`src/design/ddil_map.vh`:
```
// constant map of the drive digital input block: register indices,
// field positions, reset values and timing figures.
// assumes inclusion by bare name from the top design file of the block.
`ifndef DDIL_MAP_VH
`define DDIL_MAP_VH

// register bus widths
`define DDIL_AW          8
`define DDIL_DW          16

// register addresses (word indices on the plain port)
`define DDIL_A_STATUS    8'h00
`define DDIL_A_TARGET0   8'h01
`define DDIL_A_MODE      8'h0a
`define DDIL_A_POL       8'h0b
`define DDIL_A_ALLOW     8'h0c
`define DDIL_A_APPLY     8'h0d
`define DDIL_A_DRIVE     8'h0e

// input count and destination field
`define DDIL_NIN         9
`define DDIL_DEST_W      11
`define DDIL_DEST_MAX    11'h7cf
`define DDIL_DEST_RST    11'h000
`define DDIL_REF_ON_DEST 11'h06f

// status register fields
`define DDIL_ST_PERMIT   0
`define DDIL_ST_IN0      1
`define DDIL_ST_ENABLE   10

// drive state register fields
`define DDIL_DR_REFON    0
`define DDIL_DR_FIRING   1
`define DDIL_DR_COAST    2

// allow register fields
`define DDIL_AL_JOG_REV  0
`define DDIL_AL_JOG_FWD  1
`define DDIL_AL_RUN_REV  2
`define DDIL_AL_RUN_FWD  3

// mode register field and reset values
`define DDIL_MODE_BIT    0
`define DDIL_POL_RST     9'h000
`define DDIL_ALLOW_RST   4'h0

// firing cutoff delay after enable loss
`define DDIL_OFF_DELAY_MS 30
`define DDIL_CLK_KHZ      125000

`endif

```
`src/design/ddil_top.v`:
```
// drive digital input conditioning: terminal sampling, polarity,
// fixed jog/run mapping, programmable routing and enable cutoff.
// assumes one clock, synchronous reset, registers on a plain port, and
// ramp hold and running levels from logic on the same clock.
//
// Our own choices: the register offsets and the address-and-strobe port.
`timescale 1ns/10ps
`include "ddil_map.vh"

// Operation
// - each input terminal state is readable: 0 inactive, 1 active
// - start allowed only while run permit active; status 0 stop, 1 start
// - run permit inactive forces the pre-ramp speed reference to zero
// - losing run permit stops the drive unless ramp hold is active
// - inputs two and three are jog reverse/forward when mapping bit is 0
// - inputs four and five are run reverse/forward when mapping bit is 0
// - with mapping bit 0, run inputs latch the reference-on flag
// - drive operates only while enable input active; status 0/1
// - enable removal switches firing pulses off after 30 ms
// - enable removal while running gives coast stop and ramp reset
// - inputs two to ten each have a destination 0..1999, default 0
// - a changed destination takes effect only after a reset action
// - mapping bit 1 drops fixed mapping; default of the bit is 0 (here jog/run stay on inputs two to five, allow-gated)
// - programmable input drives reference-on only with run permit
// - per input polarity bit: 0 passes, 1 inverts the function
// - with mapping bit 1, four allow bits gate jog and run functions
module ddil_top #(
  parameter OFF_DELAY_CYCLES = `DDIL_OFF_DELAY_MS * `DDIL_CLK_KHZ,
  parameter OFF_DELAY_CW     = 22
) (
  input  wire                              core_clk,
  input  wire                              rst_n,
  // register port
  input  wire [`DDIL_AW-1:0]               reg_addr,
  input  wire [`DDIL_DW-1:0]               reg_wdata,
  input  wire                              reg_wr,
  input  wire                              reg_rd,
  output reg  [`DDIL_DW-1:0]               reg_rdata,
  // terminals
  input  wire                              run_permit_input,
  input  wire                              logic_input_two,
  input  wire                              logic_input_three,
  input  wire                              logic_input_four,
  input  wire                              logic_input_five,
  input  wire                              logic_input_six,
  input  wire                              logic_input_seven,
  input  wire                              logic_input_eight,
  input  wire                              logic_input_nine,
  input  wire                              logic_input_ten,
  input  wire                              drive_enable_input,
  input  wire                              reset_button,
  // levels from the ramp and bridge logic
  input  wire                              ramp_hold,
  input  wire                              drive_running,
  // commands to the drive
  output reg                               start_allowed,
  output reg                               speed_ref_zero,
  output reg                               stop_request,
  output reg                               jog_rev_cmd,
  output reg                               jog_fwd_cmd,
  output reg                               run_rev_cmd,
  output reg                               run_fwd_cmd,
  output reg                               reference_on,
  output reg                               drive_operate,
  output wire                              firing_on,
  output reg                               coast_stop,
  output reg                               ramp_reset,
  // programmable routing towards the parameter space
  output wire [`DDIL_NIN*`DDIL_DEST_W-1:0] route_dest,
  output wire [`DDIL_NIN-1:0]              route_level
);

  localparam NIN = `DDIL_NIN;
  localparam DW  = `DDIL_DW;
  localparam SW  = NIN + 3;

  // synchronised terminals
  wire [SW-1:0]  term_raw;
  wire [SW-1:0]  term_sync;
  wire           permit_s;
  wire [NIN-1:0] in_s;
  wire           enable_s;
  wire           reset_btn_s;

  // software settings
  reg            fixed_off;
  reg  [NIN-1:0] polarity;
  reg  [3:0]     allow;

  // derived terms
  wire [NIN-1:0] cond;
  wire [NIN-1:0] ref_hit;
  wire [NIN*DW-1:0] rd_vec;
  reg            reset_btn_d;
  reg            enable_d;
  wire           apply_evt;
  wire           wr_apply;
  reg  [DW-1:0]  next_rdata;
  reg  [DW-1:0]  rd_target;
  reg            next_ref_on;
  integer        k;

  // terminal order in the synchroniser word, permit in bit 0
  assign term_raw = {reset_button, drive_enable_input,
                     logic_input_ten, logic_input_nine,
                     logic_input_eight, logic_input_seven,
                     logic_input_six, logic_input_five,
                     logic_input_four, logic_input_three,
                     logic_input_two, run_permit_input};

  // every terminal crosses in through two flops before use
  ddil_sync #(
    .W    (SW)
  ) u_sync (
    .core_clk (core_clk),
    .rst_n    (rst_n),
    .din      (term_raw),
    .dout     (term_sync)
  );

  assign permit_s    = term_sync[0];
  assign in_s        = term_sync[NIN:1];
  assign enable_s    = term_sync[NIN+1];
  assign reset_btn_s = term_sync[NIN+2];

  // enable loss cutoff timer
  ddil_delay #(
    .CYCLES (OFF_DELAY_CYCLES),
    .CW     (OFF_DELAY_CW)
  ) u_delay (
    .core_clk  (core_clk),
    .rst_n     (rst_n),
    .enable_ok (enable_s),
    .firing_on (firing_on)
  );

  // reset action: the pushbutton edge or a software apply write
  assign wr_apply  = reg_wr && (reg_addr == `DDIL_A_APPLY);
  assign apply_evt = wr_apply || (reset_btn_s && !reset_btn_d);

  // per input entry: polarity, pending and applied destination
  genvar g;
  generate
    for (g = 0; g < NIN; g = g + 1) begin : g_in
      localparam integer AI = g + `DDIL_A_TARGET0;
      reg [`DDIL_DEST_W-1:0] target;
      reg [`DDIL_DEST_W-1:0] applied;
      reg                    level;

      assign cond[g] = in_s[g] ^ polarity[g];

      // out-of-range writes are dropped, the old setting stays
      always @(posedge core_clk) begin
        if (!rst_n) begin
          target  <= `DDIL_DEST_RST;
          applied <= `DDIL_DEST_RST;
          level   <= 1'b0;
        end else begin
          if (reg_wr && (reg_addr == AI[`DDIL_AW-1:0]) &&
              (reg_wdata[DW-1:`DDIL_DEST_W] == 5'h00) &&
              (reg_wdata[`DDIL_DEST_W-1:0] <= `DDIL_DEST_MAX)) begin
            target <= reg_wdata[`DDIL_DEST_W-1:0];
          end
          if (apply_evt) begin
            applied <= target;
          end
          level <= cond[g];
        end
      end

      assign ref_hit[g] = cond[g] && (applied == `DDIL_REF_ON_DEST);
      assign rd_vec[g*DW +: DW] =
        (reg_addr == AI[`DDIL_AW-1:0]) ? {5'h00, target} : 16'h0000;
      assign route_dest[g*`DDIL_DEST_W +: `DDIL_DEST_W] = applied;
      assign route_level[g] = level;
    end
  endgenerate

  // software settings and edge history
  always @(posedge core_clk) begin
    if (!rst_n) begin
      fixed_off   <= 1'b0;
      polarity    <= `DDIL_POL_RST;
      allow       <= `DDIL_ALLOW_RST;
      reset_btn_d <= 1'b0;
      enable_d    <= 1'b0;
    end else begin
      reset_btn_d <= reset_btn_s;
      enable_d    <= enable_s;
      if (reg_wr && (reg_addr == `DDIL_A_MODE)) begin
        fixed_off <= reg_wdata[`DDIL_MODE_BIT];
      end else if (reg_wr && (reg_addr == `DDIL_A_POL)) begin
        polarity <= reg_wdata[NIN-1:0];
      end else if (reg_wr && (reg_addr == `DDIL_A_ALLOW)) begin
        allow <= reg_wdata[3:0];
      end
    end
  end

  // reference-on: latched by run inputs in fixed mode, level-routed in
  // programmable mode; both give way to a missing run permit
  always @* begin
    next_ref_on = reference_on;
    if (!permit_s) begin
      next_ref_on = 1'b0;
    end else if (!fixed_off) begin
      if (cond[2] || cond[3]) begin
        next_ref_on = 1'b1;
      end
    end else begin
      next_ref_on = |ref_hit;
    end
  end

  // permit, stop and jog/run command outputs
  always @(posedge core_clk) begin
    if (!rst_n) begin
      start_allowed  <= 1'b0;
      speed_ref_zero <= 1'b1;
      stop_request   <= 1'b0;
      jog_rev_cmd    <= 1'b0;
      jog_fwd_cmd    <= 1'b0;
      run_rev_cmd    <= 1'b0;
      run_fwd_cmd    <= 1'b0;
      reference_on   <= 1'b0;
    end else begin
      start_allowed  <= permit_s;
      speed_ref_zero <= !permit_s;
      stop_request   <= !permit_s && !ramp_hold;
      reference_on   <= next_ref_on;
      if (!fixed_off) begin
        jog_rev_cmd <= permit_s && cond[0];
        jog_fwd_cmd <= permit_s && cond[1];
        run_rev_cmd <= permit_s && cond[2];
        run_fwd_cmd <= permit_s && cond[3];
      end else begin
        // fixed wiring kept; each allow bit also gates its own function
        jog_rev_cmd <= permit_s && cond[0] &&
                       allow[`DDIL_AL_JOG_REV];
        jog_fwd_cmd <= permit_s && cond[1] &&
                       allow[`DDIL_AL_JOG_FWD];
        run_rev_cmd <= permit_s && cond[2] &&
                       allow[`DDIL_AL_RUN_REV];
        run_fwd_cmd <= permit_s && cond[3] &&
                       allow[`DDIL_AL_RUN_FWD];
      end
    end
  end

  // enable handling: operate level, coast stop held until enable returns,
  // one-cycle ramp reset on the falling edge while running
  always @(posedge core_clk) begin
    if (!rst_n) begin
      drive_operate <= 1'b0;
      coast_stop    <= 1'b0;
      ramp_reset    <= 1'b0;
    end else begin
      drive_operate <= enable_s;
      ramp_reset    <= enable_d && !enable_s && drive_running;
      if (enable_s) begin
        coast_stop <= 1'b0;
      end else if (enable_d && drive_running) begin
        coast_stop <= 1'b1;
      end
    end
  end

  // gather target readback from the entries
  always @* begin
    rd_target = {DW{1'b0}};
    for (k = 0; k < NIN; k = k + 1) begin
      rd_target = rd_target | rd_vec[k*DW +: DW];
    end
  end

  // read decode; unmapped addresses and write-only apply read zero
  always @* begin
    next_rdata = {DW{1'b0}};
    if (reg_addr == `DDIL_A_STATUS) begin
      next_rdata[`DDIL_ST_PERMIT] = permit_s;
      next_rdata[`DDIL_ST_IN0 +: NIN] = in_s;
      next_rdata[`DDIL_ST_ENABLE] = enable_s;
    end else if (reg_addr == `DDIL_A_MODE) begin
      next_rdata[`DDIL_MODE_BIT] = fixed_off;
    end else if (reg_addr == `DDIL_A_POL) begin
      next_rdata[NIN-1:0] = polarity;
    end else if (reg_addr == `DDIL_A_ALLOW) begin
      next_rdata[3:0] = allow;
    end else if (reg_addr == `DDIL_A_DRIVE) begin
      next_rdata[`DDIL_DR_REFON]  = reference_on;
      next_rdata[`DDIL_DR_FIRING] = firing_on;
      next_rdata[`DDIL_DR_COAST]  = coast_stop;
    end else begin
      next_rdata = rd_target;
    end
  end

  // read data stands in the cycle after the strobe only
  always @(posedge core_clk) begin
    if (!rst_n) begin
      reg_rdata <= {DW{1'b0}};
    end else if (reg_rd) begin
      reg_rdata <= next_rdata;
    end else begin
      reg_rdata <= {DW{1'b0}};
    end
  end

endmodule // ddil_top

```
`src/design/ddil_sync.v`:
```
// two-stage synchroniser for a group of terminal inputs.
// assumes every bit is an unrelated level from outside the clock domain.
`timescale 1ns/10ps
module ddil_sync #(
  parameter W = 12
) (
  input  wire         core_clk,
  input  wire         rst_n,
  input  wire [W-1:0] din,
  output reg  [W-1:0] dout
);

  reg [W-1:0] meta;

  // first stage feeds only the second stage
  always @(posedge core_clk) begin
    if (!rst_n) begin
      meta <= {W{1'b0}};
      dout <= {W{1'b0}};
    end else begin
      meta <= din;
      dout <= meta;
    end
  end

endmodule // ddil_sync

```
`src/design/ddil_delay.v`:
```
// firing pulse cutoff timer: holds firing on for a fixed count after
// the enable level drops.
// assumes enable_ok is already synchronised to core_clk.
`timescale 1ns/10ps
module ddil_delay #(
  parameter CYCLES = 3750000,
  parameter CW     = 22
) (
  input  wire core_clk,
  input  wire rst_n,
  input  wire enable_ok,
  output reg  firing_on
);

  localparam [CW-1:0] LAST = CYCLES - 1;

  reg [CW-1:0] count;

  // count runs only while enable is absent; return of enable restarts it
  always @(posedge core_clk) begin
    if (!rst_n) begin
      count     <= {CW{1'b0}};
      firing_on <= 1'b0;
    end else if (enable_ok) begin
      count     <= {CW{1'b0}};
      firing_on <= 1'b1;
    end else if (firing_on) begin
      if (count == LAST) begin
        firing_on <= 1'b0;
      end else begin
        count <= count + 1'b1;
      end
    end
  end

endmodule // ddil_delay

```
`config.mk`:
```
export PLATFORM = sky130hd
export DESIGN_NAME = ddil_top
export DESIGN_NICKNAME = d
export VERILOG_FILES = /design/src/design/ddil_top.v /design/src/design/ddil_sync.v /design/src/design/ddil_delay.v
export VERILOG_INCLUDE_DIRS = /design/src /design/src/design
export SDC_FILE = /design/constraint.sdc
export NUM_CORES = 1
export LEC_CHECK = 0
export BUFFER_PORTS_ARGS = -buffer_cell sky130_fd_sc_hd__buf_4
export CORE_MARGIN = 4
export CORE_UTILIZATION = 40
export DETAILED_ROUTE_END_ITERATION = 16
export MAX_ROUTING_LAYER = met4
export SLEW_MARGIN = 20
export SYNTH_ARGS = -nofsm -noshare
export SYNTH_HDL_FRONTEND = slang
export SYNTH_SLANG_ARGS = --single-unit
```
`constraint.sdc`:
```
create_clock -name core_clk -period 3.7 [get_ports core_clk]
set_input_delay 0.925 -clock core_clk [delete_from_list [all_inputs] [get_ports core_clk]]
set_output_delay 0.925 -clock core_clk [all_outputs]
set_load 0.01 [all_outputs]
```
# After elaboration in Yosys (flattened, before gate mapping)
# Cells that the tools add are included.
[classes]
n_mux = 31
n_reduce_logical = 70
n_eq_ne = 24
n_addsub = 1
magnitude_cmp = 1
bitwise_logic = 22
[op_table]
columns = ["op", "count"]
rows = [
  ["two-way mux 11 bit", 10],
  ["== test 11 x 7 -> 1 bit (second input constant)", 9],
  ["bitwise OR 11 bit", 8],
  ["== test 8 x 4 -> 1 bit (second input constant)", 7],
  ["logical AND 1 bit", 53],
  ["two-way mux 13 bit", 4],
  ["== test 8 x 3 -> 1 bit (second input constant)", 4],
  ["adder 22 x 1 -> 22 bit (second input constant)", 1],
  ["== test 22 bit (second input constant)", 1],
  ["== test 8 x 2 -> 1 bit (second input constant)", 2],
  ["<= comparator 11 bit (second input constant)", 1],
  ["two-way mux 1 bit", 10],
  ["two-way mux 10 bit", 1],
  ["two-way mux 9 bit", 1],
  ["OR reduction 9 bit", 1],
  ["XOR 1 bit", 9],
  ["== test 8 x 1 -> 1 bit (second input constant)", 1],
  ["logical NOT 8 bit", 1],
  ["two-way mux 8 bit", 1],
  ["AND reduction 2 bit", 4],
  ["two-way mux 7 bit", 1],
  ["OR reduction 6 bit", 1],
  ["logical NOT 5 bit", 1],
  ["NOT 1 bit", 5],
  ["other kinds (8)", 12],
]
[word_totals]
output_inout_bits = 136
reg_bits = 296
input_bits = 42
wordCells = 197

# Logic depth before layout (Yosys ltp)
# Gate-level depths: netlist of run 1.
[depth]
depth_word = 19
depth_mapped = 9
mapped_depth_nobuf = 6

# By module
# A second synthesis of run 1 with hierarchy kept.
[hier_totals]
cells_unflattened = 1334
area_unflattened_um2 = 12629.6
[modules_own_cells]
columns = ["mod", "area_per_inst_um2", "n_inst", "seq_area_each_um2", "cells_each"]
rows = [
  ["ddil_top", 10770.3, 1, 4884.7, 1146],
  ["ddil_delay", 1183.6, 1, 460.4, 138],
  ["ddil_sync", 675.6, 1, 480.5, 50],
]

# Worst setup path before layout of run 1
# No wires, ideal clock.
[synth_path]
path_kind = "input to register"
start = "input port reg_addr[7]"
end = "register g_in[7].applied[0]"
setup_time_ps = 116
t_arrival_ps = 2562
stages = 8
setup_slack_ps = 1022
n_path_buf = 3
t_required_ps = 3584
path_cell_list = "or4_1 -> buf_2 -> nor2_2 -> a32oi_1 -> clkbuf_1 -> clkbuf_1 -> nand2_1 -> a21boi_1"
[synth_between]
elab_chain_len = 3
[synth_rtl]
columns = ["item", "line_no", "text"]
rows = [
  ["from (decl)", "ddil_top.v:34", "input wire [`DDIL_AW-1:0] reg_addr,"],
  ["== test 8 x 4 -> 1 bit (no source line)", "n/a", ""],
  ["logical AND 1 bit", "ddil_top.v:138", "assign wr_apply = reg_wr && (reg_addr == `DDIL_A_APPLY);"],
  ["logical OR 1 bit", "ddil_top.v:139", "assign apply_evt = wr_apply || (reset_btn_s && !reset_btn_d);"],
  ["to (signal assigned)", "ddil_top.v:156", "applied <= `DDIL_DEST_RST;"],
  ["to (signal assigned)", "ddil_top.v:165", "applied <= target;"],
  ["to (decl)", "ddil_top.v:147", "reg [`DDIL_DEST_W-1:0] applied;"],
]
# No other way between the ends.
# A chain may end at the register's enable or synchronous reset.

# Final worst setup path of run 1
[layout_path]
start = "input port reg_addr[7]"
end = "register reg_rdata[5]"
[layout_between]
elab_chain_len = 19
elab_cells_between_ends = 40
classes_between = "eq/ne (13); mux (18); bitwise (8); reduce/logical (1)"
[layout_rtl]
columns = ["item", "line_no", "text"]
rows = [
  ["== test 8 x 1 -> 1 bit / == test 8 x 2 -> 1 bit (equally long branches)", "ddil_top.v:173", "(reg_addr == AI[`DDIL_AW-1:0]) ? {5'h00, target} : 16'h0000;"],
  ["two-way mux 11 bit", "ddil_top.v:173", ""],
  ["bitwise OR 11 bit (8 in series)", "ddil_top.v:272", "rd_target = rd_target | rd_vec[k*DW +: DW];"],
  ["two-way mux 8 bit", "ddil_top.v:289", "end else if (reg_addr == `DDIL_A_DRIVE) begin"],
  ["two-way mux 13 bit", "ddil_top.v:287", "end else if (reg_addr == `DDIL_A_ALLOW) begin"],
  ["two-way mux 13 bit", "ddil_top.v:285", "end else if (reg_addr == `DDIL_A_POL) begin"],
  ["two-way mux 13 bit", "ddil_top.v:283", "end else if (reg_addr == `DDIL_A_MODE) begin"],
  ["two-way mux 13 bit", "ddil_top.v:279", "if (reg_addr == `DDIL_A_STATUS) begin"],
  ["two-way mux 7 bit", "ddil_top.v:287", ""],
  ["two-way mux 9 bit", "ddil_top.v:285", ""],
  ["two-way mux 10 bit", "ddil_top.v:283", ""],
  ["two-way mux 11 bit *", "ddil_top.v:279", ""],
  ["to (signal assigned)", "ddil_top.v:301", "reg_rdata <= {DW{1'b0}};"],
  ["to (signal assigned)", "ddil_top.v:303", "reg_rdata <= next_rdata;"],
  ["to (signal assigned)", "ddil_top.v:305", "reg_rdata <= {DW{1'b0}};"],
  ["to (decl)", "ddil_top.v:38", "output reg [`DDIL_DW-1:0] reg_rdata,"],
]
# Mark *: on every way between the ends. The rest lies on a longest branch, timed or not. The select of a mux whose other input is x is not followed.

==> impl_metrics.csv, run 1 <==
group,metric,value,unit
worst_hold_path,hold_path_class,"register to register",
cells_and_area,area_delta_synth_final,20.73,%
drt,drcViolationCount,0,
sta,relSlewSlack,30.02,%
sta,hold_slack,0.4346,ns
sta,final.min_clock_period,2.550,ns
synthesis,synth.distinct_cells,74,
cells_and_area,fin_nets,1525,
setup_path,r2r_end,"u_delay.count[13]",
power_and_ir_drop,p_leak,5.338,nW
floorplan,num_io_pins,178,
grt,grt_pass1_wl,62.11,mm
synthesis,synth-seq-cells,291,
drt,first_pass_iters,6,
setup_path,path_max_fanout,16,
placed_design,dp_hpwl,29.17,mm
synthesis,synth_compound_area_share,13.85,%
cells_and_area,drive_gt1_share,19.20,%
setup_path,required,4.14,ns
worst_hold_path,holdPathEnd,"u_sync.dout[8]",
drt,vias_per_cell,5.402,
synthesis,synthAdderAreaFrac,0.09944,%
clocking,cts_htree_levels,1,
power_and_ir_drop,power,6.624,mW
drt,drt_iter0_drc,731,
setup_path,start_kind,"input port",
setup_path,crit_type,"input port to register",
sta,fmax,392.1,MHz
drt,ant_nets,0,
sta,finClkSkew,0.01715,ns
grt,grt-ovfl-total,0,
clocking,cts_made_buffers,31,
cells_and_area,antennaDiodeCount,0,
sta,slew_violations,0,
job,maxCapViolCount,0,
synthesis,synth_top_area_share,46.30,%
floorplan,die_w,185.4,um
clocking,cts_tree,"yes",
placed_design,io_buffers,172,
synthesis,synth_area_per_cell,9.245,sq um
clocking,post-cts-setup-buffer-count,0,
synthesis,yosys-top-cells-count,"dfxtp_1, nand2_1, nor2b_1",
synthesis,async_flop_share,0,%
cells_and_area,stdcell_area,0.01519,sq mm
drt,finalWirelength,40.85,mm
setup_path,cp-end-kind,"register",
worst_hold_path,whs_path_depth,1,
cells_and_area,final_cells,1901,
synthesis,ys.flop_type,"dfxtp_1",
synthesis,postSynthCellCount,1361,
outcome,outcome,"complete, no violations",
placed_design,postPlaceCellArea,0.01416,sq mm
grt,grt_max_degree,130,
floorplan,dieHeight,185.4,um
setup_path,reg2reg_depth,5,
synthesis,synth_area_leaders,"dfxtp_1, mux2i_1, nand2_1, nor2b_1, a21boi_1",
sta,finalSetupViolations,0,
setup_path,cp.arrival,2.99,ns
synthesis,synth-edff-count,0,
floorplan,core_area,0.03083,sq mm
sta,worst_pin_slew,1.050,ns
grt,antenna_found_initial,0,
clocking,clock_path_buffers,3,
clocking,cts_root_buf,"clkbuf_16",
clocking,cts_resized,0,
synthesis,synthMuxAreaShare,10.37,%
power_and_ir_drop,pwr_density_cell,436.0,mW/mm^2
floorplan,die_area,0.03436,sq mm
power_and_ir_drop,peakVddDrop,0.0002994,V
sta,fin_crit_sh,68.92,%
sta,setup_tns,0,ns
synthesis,yosys_warnings,0,
synthesis,synth-simple-area-share,23.77,%
synthesis,synth_area,0.01258,sq mm
drt,vias,10270,
synthesis,post-synth-top-area-cell,"dfxtp_1",
grt,globalRouteTotalUtil,24.00,%
floorplan,start_util,40.81,%
setup_path,r2r_slack,1.26,ns
placed_design,place_congestion,0.9576,
clocking,path_clk_slew,0.06,ns
drt,routedWlPerCell,21.49,um
synthesis,synth-seq-area-share,46.30,%
synthesis,synth_top_family_by_area,"simple AND/OR/NAND/NOR gates",
worst_hold_path,hp-start,"u_sync.meta[8]",
floorplan,num_rows,64,
sta,finalHoldViolCount,0,
synthesis,synth_most_common_cell,"dfxtp_1",
grt,grt_pass1_vias,9908,
placed_design,place_inst,1845,
setup_path,r2r_start,"u_delay.count[8]",
clocking,postCtsHoldBufs,0,
clocking,insertion_delay,0.56,ns
synthesis,synth-xor-area-share,0.9745,%
clocking,clock_sinks,291,
sta,rsz0062_at_grt,"no",
## worst max path at each step
stage	startpoint	end	slack, ns
after floorplan	reg_addr[7]	g_in[7].applied[0]	1.02
after global placement	reg_addr[7]	reg_rdata[0]	0.57
after detailed placement	reg_addr[7]	reg_rdata[0]	0.62
after CTS	reg_addr[7]	reg_rdata[0]	1.19
after global routing	reg_addr[0]	reg_rdata[0]	0.97
final	reg_addr[7]	reg_rdata[5]	1.15
## layout make-up
type	instances	area, sq um
clock buffers	45	898.4
clock inverters	11	132.6
fillers	2950	15640
inverters	9	33.78
multi-input cells	949	6279
flip-flops and latches	291	5826
well taps	396	495.5
repair buffers	200	1526
## registers in the layout (all words and copies together), names as in the netlist, 4 cells and up
signal	flops
u_delay.count	22
allow	4
g_in.applied	99
u_sync.meta	12
reg_rdata	11
g_in.target	99
polarity	9
g_in.level	9
u_sync.dout	12
## placed cells by master (no fill, tap or decap), types with 9 or more instances in the layout
cell | synthesis | final
o21ai_0 | 9 | 9
xor2_1 | 9 | 9
nand3_1 | 17 | 17
dfxtp_1 | 291 | 291
nand4b_1 | 12 | 12
nand2_1 | 245 | 245
a21boi_1 | 99 | 99
or3_1 | 15 | 15
nor2_1 | 17 | 17
clkbuf_16 | 0 | 31
o21ai_1 | 10 | 10
mux2i_1 | 118 | 118
a21boi_0 | 11 | 11
and2_1 | 35 | 35
or4_1 | 11 | 11
a21oi_1 | 21 | 21
inv_1 | 9 | 9
buf_4 | 17 | 198
nor2b_1 | 119 | 119
nor3_1 | 16 | 16
nor4_2 | 0 | 9
nand4_1 | 14 | 14
## logic make-up (layout without fill, tap and decap cells)
group	after synthesis	count (layout)
compound gates	235	235
xor+xnor	14	14
fa+ha+maj	1	1
buf+inv	125	265
flops	291	291
mux	127	127
other cells	1	5
simple gates	567	567
## metal layers
metal	up-vias	GRT usage (%)	wire (um)
met2	333	35.83	17830
met4	0	6.489	1181
met5	-	-	0
met3	75	5.106	2966
li1	4947	-	-
met1	4915	33.12	18870
## critical path: stages
cell     delay (ns)
buf_4          0.12
or4_1          0.59
buf_4          0.25
nor3_2         0.27
buf_4          0.27
a22oi_1        0.09
o22a_1         0.22
a21oi_1        0.26
## where the power goes
part	internal (mW)	switching, mW	leakage [nW]
logic	0.114	0.207	2.48
registers	3.15	0.0144	2.35
clock network	1.88	1.26	0.511
## per-stage QoR
| stage | setup slack (ns) | utilization (%) |
|---|---|---|
| after floorplan | 1.022 | - |
| after CTS | 1.190 | 49.27 |
| after detailed placement | 0.6239 | 45.93 |
| after global routing | 0.9720 | 49.27 |
| final | 1.150 | 49.27 |
| after global placement | 0.5683 | 45.93 |
Note: power is estimated with default switching activity, not from simulation.
==> inputs of run 2 (changes only) <==
- ABC_AREA: default -> 1
- clock period: 3.7 -> 2.6 ns (I/O delays scaled with it)
==> impl_metrics.csv, run 2 <==
group,metric,value,unit
floorplan,num_rows,62,
cells_and_area,largest_registers,"g_in.applied (99), g_in.target (99), u_delay.count (22)",
synthesis,synth-seq-area-share,49.58,%
floorplan,die_area,0.03218,sq mm
clocking,post-cts-setup-buffer-count,0,
grt,grt_max_degree,136,
clocking,cts_root_buf,"clkbuf_16",
cells_and_area,layout_common_cells,"dfxtp_1, nand2_1, nor2_1",
clocking,cts_made_buffers,30,
clocking,cts_resized,0,
floorplan,num_io_pins,178,
synthesis,synth-edff-count,0,
grt,antenna_found_initial,0,
synthesis,synth_most_common_cell,"dfxtp_1",
setup_path,cp.arrival,2.63,ns
cells_and_area,antennaDiodeCount,0,
clocking,path_clk_slew,0.06,ns
setup_path,start_kind,"register",
sta,relSlewSlack,52.16,%
synthesis,yosys-top-cells-count,"dfxtp_1, nand2_1, nor2_1",
clocking,clock_sinks,291,
drt,drt_iter0_drc,1068,
clocking,clock_path_buffers,3,
grt,grt-ovfl-total,0,
cells_and_area,fin_nets,1737,
grt,grt_pass1_vias,10069,
sta,setup_tns,0,ns
sta,finalSetupViolations,0,
drt,vias_per_cell,5.212,
clocking,postCtsHoldBufs,0,
outcome,outcome,"complete, no violations",
sta,slew_violations,0,
job,maxCapViolCount,0,
cells_and_area,seqCellArea,0.005826,sq mm
placed_design,place_congestion,0.9472,
floorplan,core_area,0.02886,sq mm
worst_hold_path,hp-start,"ramp_hold",
setup_path,required,3.08,ns
sta,fmax,464.1,MHz
cells_and_area,fillers,2868,
placed_design,io_buffers,172,
drt,vias,10956,
sta,finalHoldViolCount,0,
setup_path,startpoint,"u_delay.count[0]",
cells_and_area,area_delta_synth_final,23.71,%
synthesis,synth_area_leaders,"dfxtp_1, a21oi_1, o21ai_1, nand2_1, nor2_1",
drt,drcViolationCount,0,
drt,routedWlPerCell,18.25,um
drt,first_pass_iters,6,
synthesis,synth-seq-cells,291,
synthesis,async_flop_share,0,%
sta,finClkSkew,0.006268,ns
synthesis,post-synth-top-area-cell,"dfxtp_1",
drt,finalWirelength,38.36,mm
floorplan,die_w,179.4,um
synthesis,synth_top_area_share,49.58,%
grt,globalRouteTotalUtil,23.91,%
floorplan,start_util,40.72,%
clocking,cts_tree,"yes",
sta,rsz0062_at_grt,"no",
drt,ant_nets,0,
sta,fin_crit_sh,82.88,%
power_and_ir_drop,power,9.873,mW
floorplan,dieHeight,179.4,um
synthesis,synth_area,0.01175,sq mm
clocking,cts_htree_levels,1,
cells_and_area,multi_input_area,0.004816,sq mm
sta,final.min_clock_period,2.155,ns
worst_hold_path,hold_path_class,"input port to register",
placed_design,dp_hpwl,27.94,mm
synthesis,postSynthCellCount,1544,
synthesis,yosys_warnings,0,
setup_path,r2r_start,"u_delay.count[0]",
synthesis,synth_area_per_cell,7.610,sq um
power_and_ir_drop,pwr_density_cell,679.2,mW/mm^2
setup_path,crit_type,"register to register",
synthesis,synth.distinct_cells,40,
setup_path,cp-end-kind,"register",
cells_and_area,drive_gt1_share,17.23,%
power_and_ir_drop,peakVddDrop,0.0003640,V
grt,grt_pass1_wl,58.11,mm
power_and_ir_drop,p_leak,6.328,nW
cells_and_area,final_common_cell,"dfxtp_1",
sta,worst_pin_slew,0.7168,ns
synthesis,ys.flop_type,"dfxtp_1",
clocking,insertion_delay,0.56,ns
setup_path,path_max_fanout,13,
==> run 2: final timing paths <==
path                                           to  slack (ns)  depth (start not counted)
worst min-delay path                 stop_request        0.25                          2
worst max-delay path            u_delay.count[20]        0.45                          8
worst min register to register     u_sync.dout[2]        0.41                          2
worst max register to register  u_delay.count[20]        0.45                          8
==> run 2: kinds of logic after synthesis <==
family / Yosys count / share of synthesized area [%]
AND/OR/NAND/NOR: 541 / 20.21
AO/OA/AOI/OAI: 426 / 18.36
flip-flops: 291 / 49.58
buffers and inverters: 256 / 9.626
XOR/XNOR: 28 / 2.087
adder cells (fa/ha/maj): 1 / 0.1065
other: 1 / 0.03191
==> run 2: area by class of cell <==
| class | instances | area share (%) |
|---|---|---|
| Multi-Input combinational cell | 1001 | 33.13 |
| Clock buffer | 44 | 6.430 |
| Sequential cell | 291 | 40.08 |
| Tap cell | 384 | 3.305 |
| Timing Repair Buffer | 203 | 11.71 |
| Clock inverter | 12 | 1.016 |
| Inverter | 167 | 4.330 |
==> run 2: per-layer routing <==
metal | vias up | GRT usage [%] | part of all wire (%)
met4 | 0 | 8.093 | 3.6
li1 | 5386 | - | -
met1 | 5071 | 33.83 | 47
met3 | 81 | 3.210 | 6.6
met5 | - | - | 0
met2 | 418 | 35.44 | 43
==> run 2: critical path, cell delays in order, from the launching register on <==
cell and delay (ns):
dfxtp_1 0.40, ha_1 0.28, nand2_1 0.12, nor4_1 0.23, nand3_1 0.29, nand2_2 0.32, buf_4 0.25, nand2_1 0.06
a21oi_1 0.14
==> run 2: power breakdown <==
group          internal [mW]  leakage, nW  switching (mW)
Clock                   2.78        0.534            1.81
Sequential              4.56         2.36          0.0863
Combinational          0.243         3.43           0.382
==> run 2: through the flow <==
stage,instance area [sq um],hold slack [ns],setup WS (ns),cells,utilization (%)
finish,14540,0.2521,0.4452,2102,50.37
global route,14540,0.2422,0.1273,2102,50.37
CTS,14540,0.2294,0.4275,2102,50.37
detailed placement,13450,0.3975,0.1681,2046,46.62
global placement,13450,0.3996,0.1893,2046,46.62
floorplan,11770,0.3905,0.7314,1548,-
==> inputs of run 3 (changes only) <==
- clock period: 2.6 -> 2.3 ns (I/O delays scaled with it)
==> impl_metrics.csv, run 3 (synthesis results as in run 2) <==
group,metric,value,unit
setup_path,r2r_slack,0.43,ns
power_and_ir_drop,pwr_density_cell,788.5,mW/mm^2
sta,finClkSkew,0.008870,ns
sta,slew_violations,0,
grt,globalRouteTotalUtil,24.15,%
sta,finalSetupViolations,0,
setup_path,cp.arrival,1.35,ns
worst_hold_path,whs_path_depth,2,
sta,relSlewSlack,53.28,%
grt,antenna_found_initial,0,
setup_path,worstPathBufferInverterCount,1,
setup_path,cpLargestDelayFamily,"flip-flops",
setup_path,r2r_end,"u_delay.count[19]",
sta,fmax,518.9,MHz
drt,finalWirelength,38.62,mm
floorplan,core_area,0.02886,sq mm
drt,drt_iter0_drc,812,
cells_and_area,fin_nets,1764,
drt,drcViolationCount,0,
drt,routedWlPerCell,18.15,um
setup_path,start_kind,"register",
worst_hold_path,hp-start,"ramp_hold",
clocking,cts_root_buf,"clkbuf_16",
drt,vias,10881,
setup_path,cp_slowest_stage_delay,0.60,ns
setup_path,reg2reg_depth,8,
grt,grt_max_degree,109,
setup_path,path_max_fanout,8,
clocking,post-cts-setup-buffer-count,0,
sta,fin_crit_sh,83.79,%
power_and_ir_drop,power,11.65,mW
sta,worst_pin_slew,0.7000,ns
cells_and_area,drive_gt1_share,18.00,%
floorplan,start_util,40.72,%
placed_design,postPlaceCellArea,0.01361,sq mm
setup_path,crit_type,"register to output port",
placed_design,place_congestion,0.9488,
setup_path,required,1.73,ns
power_and_ir_drop,p_leak,6.468,nW
clocking,cts_made_buffers,31,
drt,first_pass_iters,5,
placed_design,dp_hpwl,28.22,mm
clocking,insertion_delay,0.55,ns
floorplan,die_w,179.4,um
sta,final.min_clock_period,1.927,ns
clocking,clock_path_buffers,3,
cells_and_area,area_delta_synth_final,25.70,%
clocking,path_clk_slew,0.06,ns
clocking,cts_tree,"yes",
outcome,outcome,"complete, no violations",
setup_path,slowest_stage,"dfxtp_1",
sta,finalHoldViolCount,0,
cells_and_area,antennaDiodeCount,0,
placed_design,io_buffers,172,
clocking,cts_htree_levels,1,
setup_path,r2r_start,"u_delay.count[0]",
grt,grt-ovfl-total,0,
clocking,cts_resized,0,
drt,vias_per_cell,5.113,
setup_path,path_cells,"buf_4",
cells_and_area,layout_common_cells,"dfxtp_1, buf_4, nand2_1",
setup_path,cp-end-kind,"output port",
job,maxCapViolCount,0,
cells_and_area,final_common_cell,"dfxtp_1",
floorplan,num_rows,62,
worst_hold_path,holdPathEnd,"stop_request",
sta,rsz0062_at_grt,"no",
cells_and_area,largest_registers,"g_in.applied (99), g_in.target (99), u_delay.count (22)",
floorplan,num_io_pins,178,
setup_path,crit_cells,1,
floorplan,dieHeight,179.4,um
clocking,clock_sinks,291,
drt,ant_nets,0,
power_and_ir_drop,peakVddDrop,0.0004530,V
floorplan,die_area,0.03218,sq mm
grt,grt_pass1_wl,58.86,mm
grt,grt_pass1_vias,10028,
clocking,postCtsHoldBufs,0,
cells_and_area,stdcell_area,0.01477,sq mm
cells_and_area,post-route-util,51.18,%
worst_hold_path,hold_path_class,"input port to register",
## run 3: cell types whose count changed in the layout (fill, tap and decap cells not counted), sizes merged
| cell | delta |
|---|---|
| buf | +26 |
| bufinv | +6 |
| clkbuf | +2 |
| clkinv | -5 |
| clkinvlp | -2 |
| inv | -1 |
## run 3: worst max-delay path by stage
| stage | from | to | slack, ns |
|---|---|---|---|
| after global placement | reg_addr[2] | reg_rdata[10] | -0.01 |
| final | u_delay.firing_on | firing_on | 0.37 |
| after global routing | u_delay.count[0] | u_delay.count[17] | 0.21 |
| after CTS | u_delay.firing_on | firing_on | 0.36 |
| after detailed placement | reg_addr[2] | reg_rdata[10] | 0.004 |
| after floorplan | reg_wdata[12] | g_in[0].target[2] | 0.51 |
## run 3: power by group
| group | switching (mW) | internal [mW] |
|---|---|---|
| Clock | 2.03 | 3.64 |
| Combinational | 0.437 | 0.281 |
| Sequential | 0.0989 | 5.16 |
| Total | 2.57 | 9.08 |
## run 3: cell type report
cell class	count	area (sq um)
Fill cell	2877	14090
Multi-Input combinational cell	1001	4816
Clock inverter	10	275.3
Tap cell	384	480.5
Inverter	167	629.4
Clock buffer	46	882.1
Timing Repair Buffer	229	1861
Sequential cell	291	5826
## run 3: layer usage
layer | track usage [%] | vias up | routed length [um] | share of wire [%]
li1 | - | 5423 | - | -
met1 | 35.07 | 5062 | 18420 | 48
met2 | 36.24 | 342 | 16980 | 44
met3 | 2.812 | 54 | 2302 | 6.0
met4 | 5.712 | 0 | 924 | 2.4
met5 | - | - | 0 | 0
## run 3: metrics by stage
stage | hold WS (ns) | TNS [ns] | std cells | setup slack, ns
after floorplan | 0.3905 | 0 | 1548 | 0.5064
after global placement | 0.3963 | -0.02068 | 2072 | -0.01441
after detailed placement | 0.4028 | 0 | 2072 | 0.004336
after CTS | 0.1627 | 0 | 2128 | 0.3580
after global routing | 0.1611 | 0 | 2128 | 0.2094
final | 0.1797 | 0 | 2128 | 0.3727
